--- src/rtl/fac_pkg.sv ---
// Package for the fault address capture block: widths, source indices
// and reset values. Assumes a single clock with synchronous reset.
package fac_pkg;
  localparam int FAC_ADDR_W = 32;
  localparam int FAC_FAULT_W = 8;
  localparam int FAC_IRQ_W = 8;
  localparam int FAC_IRQ_ID_W = 3;
  localparam logic [FAC_ADDR_W-1:0] FAC_ADDR_RST = 32'h0000_0000;
  localparam logic [FAC_FAULT_W-1:0] FAC_FAULT_RST = 8'h00;
  localparam logic [FAC_IRQ_W-1:0] FAC_IRQ_RST = 8'h00;
  // Error source bit positions within the error vector
  localparam int FAC_SRC_ECC = 0;
  localparam int FAC_SRC_PARITY = 1;
  localparam int FAC_SRC_MISMATCH = 2;
  localparam int FAC_SRC_W = 3;
  typedef enum logic [1:0] {
    FAC_TRACK = 2'b01,
    FAC_HOLD = 2'b10
  } fac_state_e;
endpackage

--- src/rtl/fac_fault_address_capture.sv ---
// Fault address capture: tracks the address of each processor bus cycle,
// freezes it on an error, latches fault conditions and prioritises
// interrupt requests. Assumes all inputs synchronous to clk.
// Limitation: only the first error seen while tracking is kept; another
// capture needs a release first. Sources firing together are all kept
// in the cause field, so software sees every source of that cycle.
// Both latch groups give hardware set priority over software actions.
//
// Operation
// - On an error, freeze the address of the last cycle begun before it.
// - Memory ECC, bus parity and mate mismatch errors trigger capture.
// - Keep the captured address until the maintenance hold is released.
// - Latch interrupt requests, present the highest-priority pending one.
// - Latch fault conditions; processor may read, write and clear them.
`timescale 1ns/1ps
module fac_fault_address_capture #(
  parameter int ADDR_W = fac_pkg::FAC_ADDR_W,
  parameter int FAULT_W = fac_pkg::FAC_FAULT_W,
  parameter int IRQ_W = fac_pkg::FAC_IRQ_W,
  parameter int IRQ_ID_W = fac_pkg::FAC_IRQ_ID_W
) (
  input wire logic clk,
  input wire logic rst_n,
  input wire logic cycleStart,
  input wire logic [ADDR_W-1:0] cycleAddr,
  input wire logic eccError,
  input wire logic parityError,
  input wire logic mismatchError,
  input wire logic holdRelease,
  output logic holdActive,
  output logic [ADDR_W-1:0] capturedAddr,
  output logic [fac_pkg::FAC_SRC_W-1:0] captureCause,
  input wire logic [FAULT_W-1:0] faultSet,
  input wire logic faultWrite,
  input wire logic [FAULT_W-1:0] faultWriteData,
  input wire logic faultClear,
  input wire logic [FAULT_W-1:0] faultClearMask,
  output logic [FAULT_W-1:0] faultLatch,
  input wire logic [IRQ_W-1:0] irqRequest,
  input wire logic irqAck,
  output logic irqPending,
  output logic [IRQ_ID_W-1:0] irqId
);
  import fac_pkg::*;

  fac_state_e state_q, state_d;
  logic [ADDR_W-1:0] lastAddr_q, lastAddr_d;
  logic [ADDR_W-1:0] holdAddr_q, holdAddr_d;
  logic [FAC_SRC_W-1:0] cause_q, cause_d;
  logic [FAULT_W-1:0] fault_q, fault_d;
  logic [IRQ_W-1:0] irq_q, irq_d;
  logic [IRQ_ID_W-1:0] irqId_q, irqId_d;
  logic irqPend_q, irqPend_d;
  logic [FAC_SRC_W-1:0] errVec;
  logic anyError;
  logic encAny;
  logic [IRQ_ID_W-1:0] encId;

  // Error vector; several sources may fire in one cycle and all are kept
  always_comb begin
    errVec = '0;
    errVec[FAC_SRC_ECC] = eccError;
    errVec[FAC_SRC_PARITY] = parityError;
    errVec[FAC_SRC_MISMATCH] = mismatchError;
    anyError = |errVec;
  end

  // Address tracker: follows every cycle start, whatever the hold does
  always_comb begin
    lastAddr_d = lastAddr_q;
    if (cycleStart) begin
      lastAddr_d = cycleAddr;
    end
  end

  always_ff @(posedge clk) begin
    if (!rst_n) begin
      lastAddr_q <= FAC_ADDR_RST[ADDR_W-1:0];
    end else begin
      lastAddr_q <= lastAddr_d;
    end
  end

  // Capture state; reads lastAddr_q, never lastAddr_d, so a cycle that
  // starts on the error edge itself is not the one frozen
  always_comb begin
    state_d = state_q;
    holdAddr_d = holdAddr_q;
    cause_d = cause_q;
    unique case (state_q)
      FAC_TRACK: begin
        // While tracking the hold register shadows the last started cycle
        holdAddr_d = lastAddr_q;
        if (anyError) begin
          holdAddr_d = lastAddr_q;
          cause_d = errVec;
          state_d = FAC_HOLD;
        end
      end
      FAC_HOLD: begin
        // Frozen: later errors, even beside the release, are ignored
        holdAddr_d = holdAddr_q;
        cause_d = cause_q;
        if (holdRelease) begin
          state_d = FAC_TRACK;
          cause_d = '0;
        end
      end
      default: begin
        // Illegal code: fall back to tracking with a clean cause
        state_d = FAC_TRACK;
        cause_d = '0;
      end
    endcase
  end

  always_ff @(posedge clk) begin
    if (!rst_n) begin
      state_q <= FAC_TRACK;
      holdAddr_q <= FAC_ADDR_RST[ADDR_W-1:0];
      cause_q <= '0;
    end else begin
      state_q <= state_d;
      holdAddr_q <= holdAddr_d;
      cause_q <= cause_d;
    end
  end

  // Fault latches: hardware set wins over software clear or write
  always_comb begin
    fault_d = fault_q;
    if (faultWrite) begin
      fault_d = faultWriteData;
    end
    // A clear in the same cycle acts on the freshly written word
    if (faultClear) begin
      fault_d = fault_d & ~faultClearMask;
    end
    fault_d = fault_d | faultSet;
  end

  always_ff @(posedge clk) begin
    if (!rst_n) begin
      fault_q <= FAC_FAULT_RST[FAULT_W-1:0];
    end else begin
      fault_q <= fault_d;
    end
  end

  // Interrupt latch; a new request on the acked source wins over the ack
  always_comb begin
    irq_d = irq_q;
    if (irqAck && irqPend_q) begin
      // Only the source being presented is retired
      irq_d[irqId_q] = 1'b0;
    end
    irq_d = irq_d | irqRequest;
  end

  // Encoder looks at the next latch value so id and pending stay aligned
  fac_prio_enc #(
    .W(IRQ_W),
    .ID_W(IRQ_ID_W)
  ) irqEnc (
    .req(irq_d),
    .anyReq(encAny),
    .idx(encId)
  );

  always_comb begin
    irqPend_d = encAny;
    irqId_d = encId;
  end

  always_ff @(posedge clk) begin
    if (!rst_n) begin
      irq_q <= FAC_IRQ_RST[IRQ_W-1:0];
      irqId_q <= '0;
      irqPend_q <= 1'b0;
    end else begin
      irq_q <= irq_d;
      irqId_q <= irqId_d;
      irqPend_q <= irqPend_d;
    end
  end

  // Every output except holdActive, a compare on state_q, comes straight from a register
  assign holdActive = (state_q == FAC_HOLD);
  assign capturedAddr = holdAddr_q;
  assign captureCause = cause_q;
  assign faultLatch = fault_q;
  assign irqPending = irqPend_q;
  assign irqId = irqId_q;
endmodule

// Priority encoder: flags any set request and gives the highest set
// index; the index is 0 when nothing is set, so read it with the flag.
module fac_prio_enc #(
  parameter int W = 8,
  parameter int ID_W = 3
) (
  input wire logic [W-1:0] req,
  output logic anyReq,
  output logic [ID_W-1:0] idx
);
  always_comb begin
    anyReq = |req;
    idx = '0;
    // Scan upwards so the highest set index is the last one written
    for (int i = 0; i < W; i++) begin
      if (req[i]) begin
        idx = ID_W'(i);
      end
    end
  end
endmodule

--- config.mk ---
export PLATFORM = sky130hd
export DESIGN_NAME = fac_fault_address_capture
export DESIGN_NICKNAME = d
export VERILOG_FILES = /design/src/rtl/fac_pkg.sv /design/src/rtl/fac_fault_address_capture.sv
export SDC_FILE = /design/constraint.sdc
export NUM_CORES = 1
export LEC_CHECK = 0
export BUFFER_PORTS_ARGS = -buffer_cell sky130_fd_sc_hd__buf_2
export CORE_MARGIN = 2
export CORE_UTILIZATION = 54
export DETAILED_ROUTE_END_ITERATION = 8
export GPL_TIMING_DRIVEN = 0
export PLACE_DENSITY = 0.95
export SETUP_SLACK_MARGIN = 0.4
export SLEW_MARGIN = 20
export SYNTH_ARGS = -nofsm -noshare
export SYNTH_HDL_FRONTEND = slang
export SYNTH_HIERARCHICAL = 1
export SYNTH_SLANG_ARGS = --single-unit
export TNS_END_PERCENT = 30
--- constraint.sdc ---
create_clock -name clk -period 2 [get_ports clk]
set_input_delay 0.4 -clock clk [delete_from_list [all_inputs] [get_ports clk]]
set_output_delay 0.4 -clock clk [all_outputs]
set_load 0.02 [all_outputs]
# After elaboration in Yosys (flattened, before gate mapping)
# Index checks and enable logic that the tools add are counted.
# word_totals
ff_bits	89
latch_bits	0
ram_bits	0
romBits	0
input_bits	74
output_inout_bits	48
wordCells	43
memories	0
# op_classes
addsub	0
n_mul	0
div_mod_pow	0
n_lt_le_gt_ge	2
n_eq_ne	4
n_shift	0
mux	18
n_bitwise	6
reduce_logical	5
# op_table
op	n
$mux 8	3
$mux 3	6
$and 8x8->8	2
$not 8->8	2
$or 8x8->8	2
$mux 2	4
$reduce_or 8->1	1
$pmux 3 s2	1
$lt 3x4->1 const B	1
$ne 2x2->1 const B	2
$pmux 2 s2	1
$demux 1 s3	1
$ge 3x1->1 const B	1
$reduce_or 3->1	1
$eq 2x1->1 const B	1
$eq 2x2->1 const B	1
$logic_and 1x1->1	2
$mux 1	2
$reduce_and 2->1	1

# Logic depth before layout (Yosys ltp)
# depth
depth_word	15
mapped_depth	7
ltp_nobuf	7

# Hierarchy
# Netlist, hierarchy kept.
# by_module_without_submodules
mod	n_inst	cells_per_inst	area_per_inst_um2	seq_area_each_um2
fac_fault_address_capture	1	361	3626.0	1781.7
fac_prio_enc	1	12	66.3	0.0

# Worst setup path after synthesis
# OpenSTA, ideal clock, no wires.
# synth_timing
kind	reg-to-reg
startpoint	register irqPend_q, in the netlist irqPending
endpoint	register irqPend_q, in the netlist irqPending
setup_ns	0.115
arrival_time_ns	1.333
required_ns	1.885
setup_slack_ns	0.552
stages_incl_launch_ff	7
n_path_buf	0
synth_period_minus_slack_ns	1.448
path_cell_list	dfxtp_1 -> nand3b_1 -> o21ai_0 -> nand2_1 -> nor2_1 -> nand4_1 -> and2_1
# synth_between
elab_chain_len	4
# synth_rtl
element	line_no	rtl
start: declaration	fac_fault_address_capture.sv:53	logic irqPend_q, irqPend_d;
start signal: assignment	fac_fault_address_capture.sv:183	irqPend_q <= irqPend_d;
$logic_and 1x1->1	fac_fault_address_capture.sv:153	if (irqAck && irqPend_q) begin
$mux 8	fac_fault_address_capture.sv:153	
$or 8x8->8	fac_fault_address_capture.sv:157	irq_d = irq_d | irqRequest;
net irq_d[6]	fac_fault_address_capture.sv:51	logic [IRQ_W-1:0] irq_q, irq_d;
$reduce_or 8->1	fac_fault_address_capture.sv:207	anyReq = |req;
net encAny	fac_fault_address_capture.sv:56	logic encAny;
# The timed path passes the listed nets, and every way through them passes these cells.
# A chain may end at the register's enable or synchronous reset.

# Worst setup path in the final report
# layout_timing
startpoint	register state_q[0]
endpoint	output holdActive
# layout_between
elab_chain_len	1
# layout_rtl
element	line_no	rtl
start: declaration	fac_fault_address_capture.sv:46	fac_state_e state_q, state_d;
start signal: assignment	fac_fault_address_capture.sv:123	state_q <= state_d;
$eq 2x2->1	fac_fault_address_capture.sv:188	assign holdActive = (state_q == FAC_HOLD);
end: declaration	fac_fault_address_capture.sv:30	output logic holdActive,
# Every way passes these cells.

==> impl_metrics.py <==
metrics = {
    "sta": {
        "slew_viol_final": 0,
        "tightest_slew_ns": 0.478,
        "max_freq_mhz": 644,
        "slew_headroom_pct": 68.1,
        "worst_clock_skew_ns": 0.0157,
        "rsz0062_at_grt": "yes",
        "setup_violations": 0,
        "setup-tns-final_ns": 0,
        "fin_crit_ns": 1.55,
        "final_hold_viol_count": 0,
        "post-route-period-util_pct": 77.7,
    },
    "run": {
        "max_cap_viol_count": 0,
    },
    "detailed_routing": {
        "vias_per_cell": 5.08,
        "drc": 0,
        "drt_wl_total_mm": 7.99,
        "drt_iter0_markers": 83,
        "antenna_left": 0,
        "wl_per_cell_um": 13.6,
        "dr.pass1.iters": 4,
        "num_vias": 2975,
    },
    "clocking": {
        "cts_sinks": 89,
        "cts_buffers": 9,
        "cts_buffer_depth": 2,
        "root_buffer": "clkbuf_8",
        "path_clk_slew_ns": 0.09,
        "ctsHtreeMaxLevel": 3,
        "clk_latency_ns": 0.37,
        "cts_tree": "yes",
        "ctsHoldBuffers": 0,
    },
    "layout": {
        "area_growth_pct": 25.4,
        "stdcell_count": 586,
        "nNetsFinal": 575,
        "final_area_mm2": 0.00463,
        "seq_area_mm2": 0.00178,
        "drive_gt1_share_pct": 36.4,
        "multi_input_area_mm2": 0.00169,
        "final.fill_count": 523,
        "num_antenna_cells": 0,
    },
    "min_path": {
        "hold_path_class": "in2reg",
        "hp-start": "faultSet[0]",
    },
    "power": {
        "leakagePower_nw": 2.10,
        "combPwrFrac_pct": 16.5,
        "pwr_density_cell_mw_per_mm2": 891,
        "internal_power_mw": 3.03,
        "clkPwrFrac_pct": 36.4,
        "switching_share_pct": 26.4,
        "vdd_ir_drop_max_mv": 0.459,
        "seqPwrFrac_pct": 47.1,
        "p_sw_mw": 1.09,
        "finalPower_mw": 4.12,
    },
    "logic_synthesis": {
        "synth_top_area_share_pct": 48.3,
        "synthCells": 373,
        "synth-edff-count": 0,
        "synth_flop_cell": "dfxtp_1",
        "synth_common_cells": "dfxtp_1, nand2_1, mux2i_1",
        "synth_warnings": 6,
        "netlist_area_mm2": 0.00369,
        "syn_nets": 447,
        "yosys.cell_count.top_type": "dfxtp_1",
        "synthTopCellsByArea": "dfxtp_1, mux2i_1, a21boi_2",
        "ys_seq_area_share_pct": 48.3,
        "yosysUniqueCellTypes": 32,
        "ys_ff_latch": 89,
        "avgSynthCellArea_um2": 9.90,
        "yosysTopAreaCell": "dfxtp_1",
        "async_reset_ff_share_pct": 0,
    },
    "floorplan": {
        "initial_core_util_pct": 55.0,
        "die_h_um": 86.7,
        "rows": 30,
        "io_pins": 122,
        "dieArea_mm2": 0.00752,
        "die_w_um": 86.7,
        "fp.coreArea_mm2": 0.00672,
    },
    "setup_path": {
        "arrival_ns": 1.15,
        "cp.required_ns": 1.60,
        "startpoint_type": "register",
        "crit_start": "state_q[0]$_SDFFE_PN1P_",
        "cp_max_fo": 4,
        "worstReg2RegStart": "irqId[0]$_SDFF_PN0_",
        "endpoint_kind": "primary output",
        "path_class": "reg2out",
    },
    "global_route": {
        "grt_pass1_wl_mm": 12.7,
        "overflow": 0,
        "grt_antenna_before_repair": 0,
        "grt_max_degree": 17,
        "grtUsageTotal_pct": 21.7,
        "grt_pass1_vias": 2796,
    },
    "placed_design": {
        "dp_cells": 570,
        "gp_congestion": 0.811,
        "dpl-instance-area_mm2": 0.00438,
        "dp_hpwl_mm": 5.82,
        "portBuffers": 117,
    },
    "run_status": {
        "status": "complete, no violations",
    },
}
-- final timing paths --
check | slack (ns) | cells past startpoint | to
hold / removal | 0.24 | 2 | faultLatch[0]$_SDFF_PN0_
hold reg to reg | 0.46 | 2 | capturedAddr[25]$_SDFFE_PN0P_
setup reg to reg | 0.50 | 6 | irqId[1]$_SDFF_PN0_
setup / recovery | 0.45 | 2 | holdActive
-- sequential cells by signal, summed over array words and instances, names as in the netlist --
signal and flops:
faultLatch 8, captureCause 3, irqPending 1, state_q 2, lastAddr_q 32, irq_q 8
irqId 3, capturedAddr 32
-- cells in the final DEF (no fill, tap or decap), drive strengths merged, types with 2 or more instances in the layout --
cell type and n:
buf 131, dfxtp 89, nand2 75, mux2i 40
a21boi 40, nor2b 33, clkbuf 19, a21oi 12
inv 11, o21ai 11, o21a 9, nor2 8
nand2b 4, and2 4, o31ai 4, nand3 3
bufinv 3, nand3b 2, nor3b 2
-- cell type report --
class / count / share of cell area, %
inverters: 9 / 0.730
clock buffers: 9 / 2.67
clock inverters: 7 / 2.67
multi-input cells: 251 / 36.5
well taps: 80 / 2.16
repair buffers: 117 / 12.6
flip-flops and latches: 89 / 38.5
plain buffers: 24 / 4.11
-- cell families after synthesis --
| family | Yosys count | share of synthesized area [%] |
|---|---|---|
| multiplexers | 40 | 10.8 |
| AND/OR/NAND/NOR | 135 | 17.7 |
| AO/OA/AOI/OAI | 76 | 17.2 |
| buffers and inverters | 33 | 6.07 |
| flip-flops | 89 | 48.3 |
-- stage by stage --
step / setup slack, ns / hold slack [ns] / util, %
finish: 0.447 / 0.244 / 68.9
global route: 0.397 / 0.246 / 68.9
CTS: 0.438 / 0.238 / 68.8
detailed placement: 0.379 / 0.451 / 65.2
global placement: 0.428 / 0.442 / 65.2
floorplan: 0.552 / 0.440 / -
-- power by group through the flow --
stage | Sequential (mW) | Combinational (mW) | Clock, mW
2_1_floorplan | 2.04 | 0.396 | 0
3_3_place_gp | 1.98 | 0.656 | 0
3_5_place_dp | 1.98 | 0.679 | 0
5_1_grt | 1.96 | 0.743 | 1.61
4_1_cts | 1.94 | 0.685 | 1.52
6_report | 1.94 | 0.679 | 1.50
-- worst max-delay path: stages (launching register included) --
cell	delay [ns]
dfxtp_1	0.39
and2b_2	0.25
buf_2	0.16
-- what timing repair did --
| action | in CTS | in global routing |
|---|---|---|
| buffers inserted | 0 | 0 |
| endpoints found under the setup margin | 0 | 4 |
| gates resized for setup | 0 | 5 |
-- per-layer routing --
metal | GRT usage (%) | part of all wire (%) | wire length (µm)
met1 | 25.2 | 41 | 3290
met2 | 39.0 | 52 | 4140
met3 | 5.24 | 5.5 | 440
met4 | 6.96 | 1.5 | 119
met5 | 0 | 0 | 0
Power figures use the tool's default switching activity.
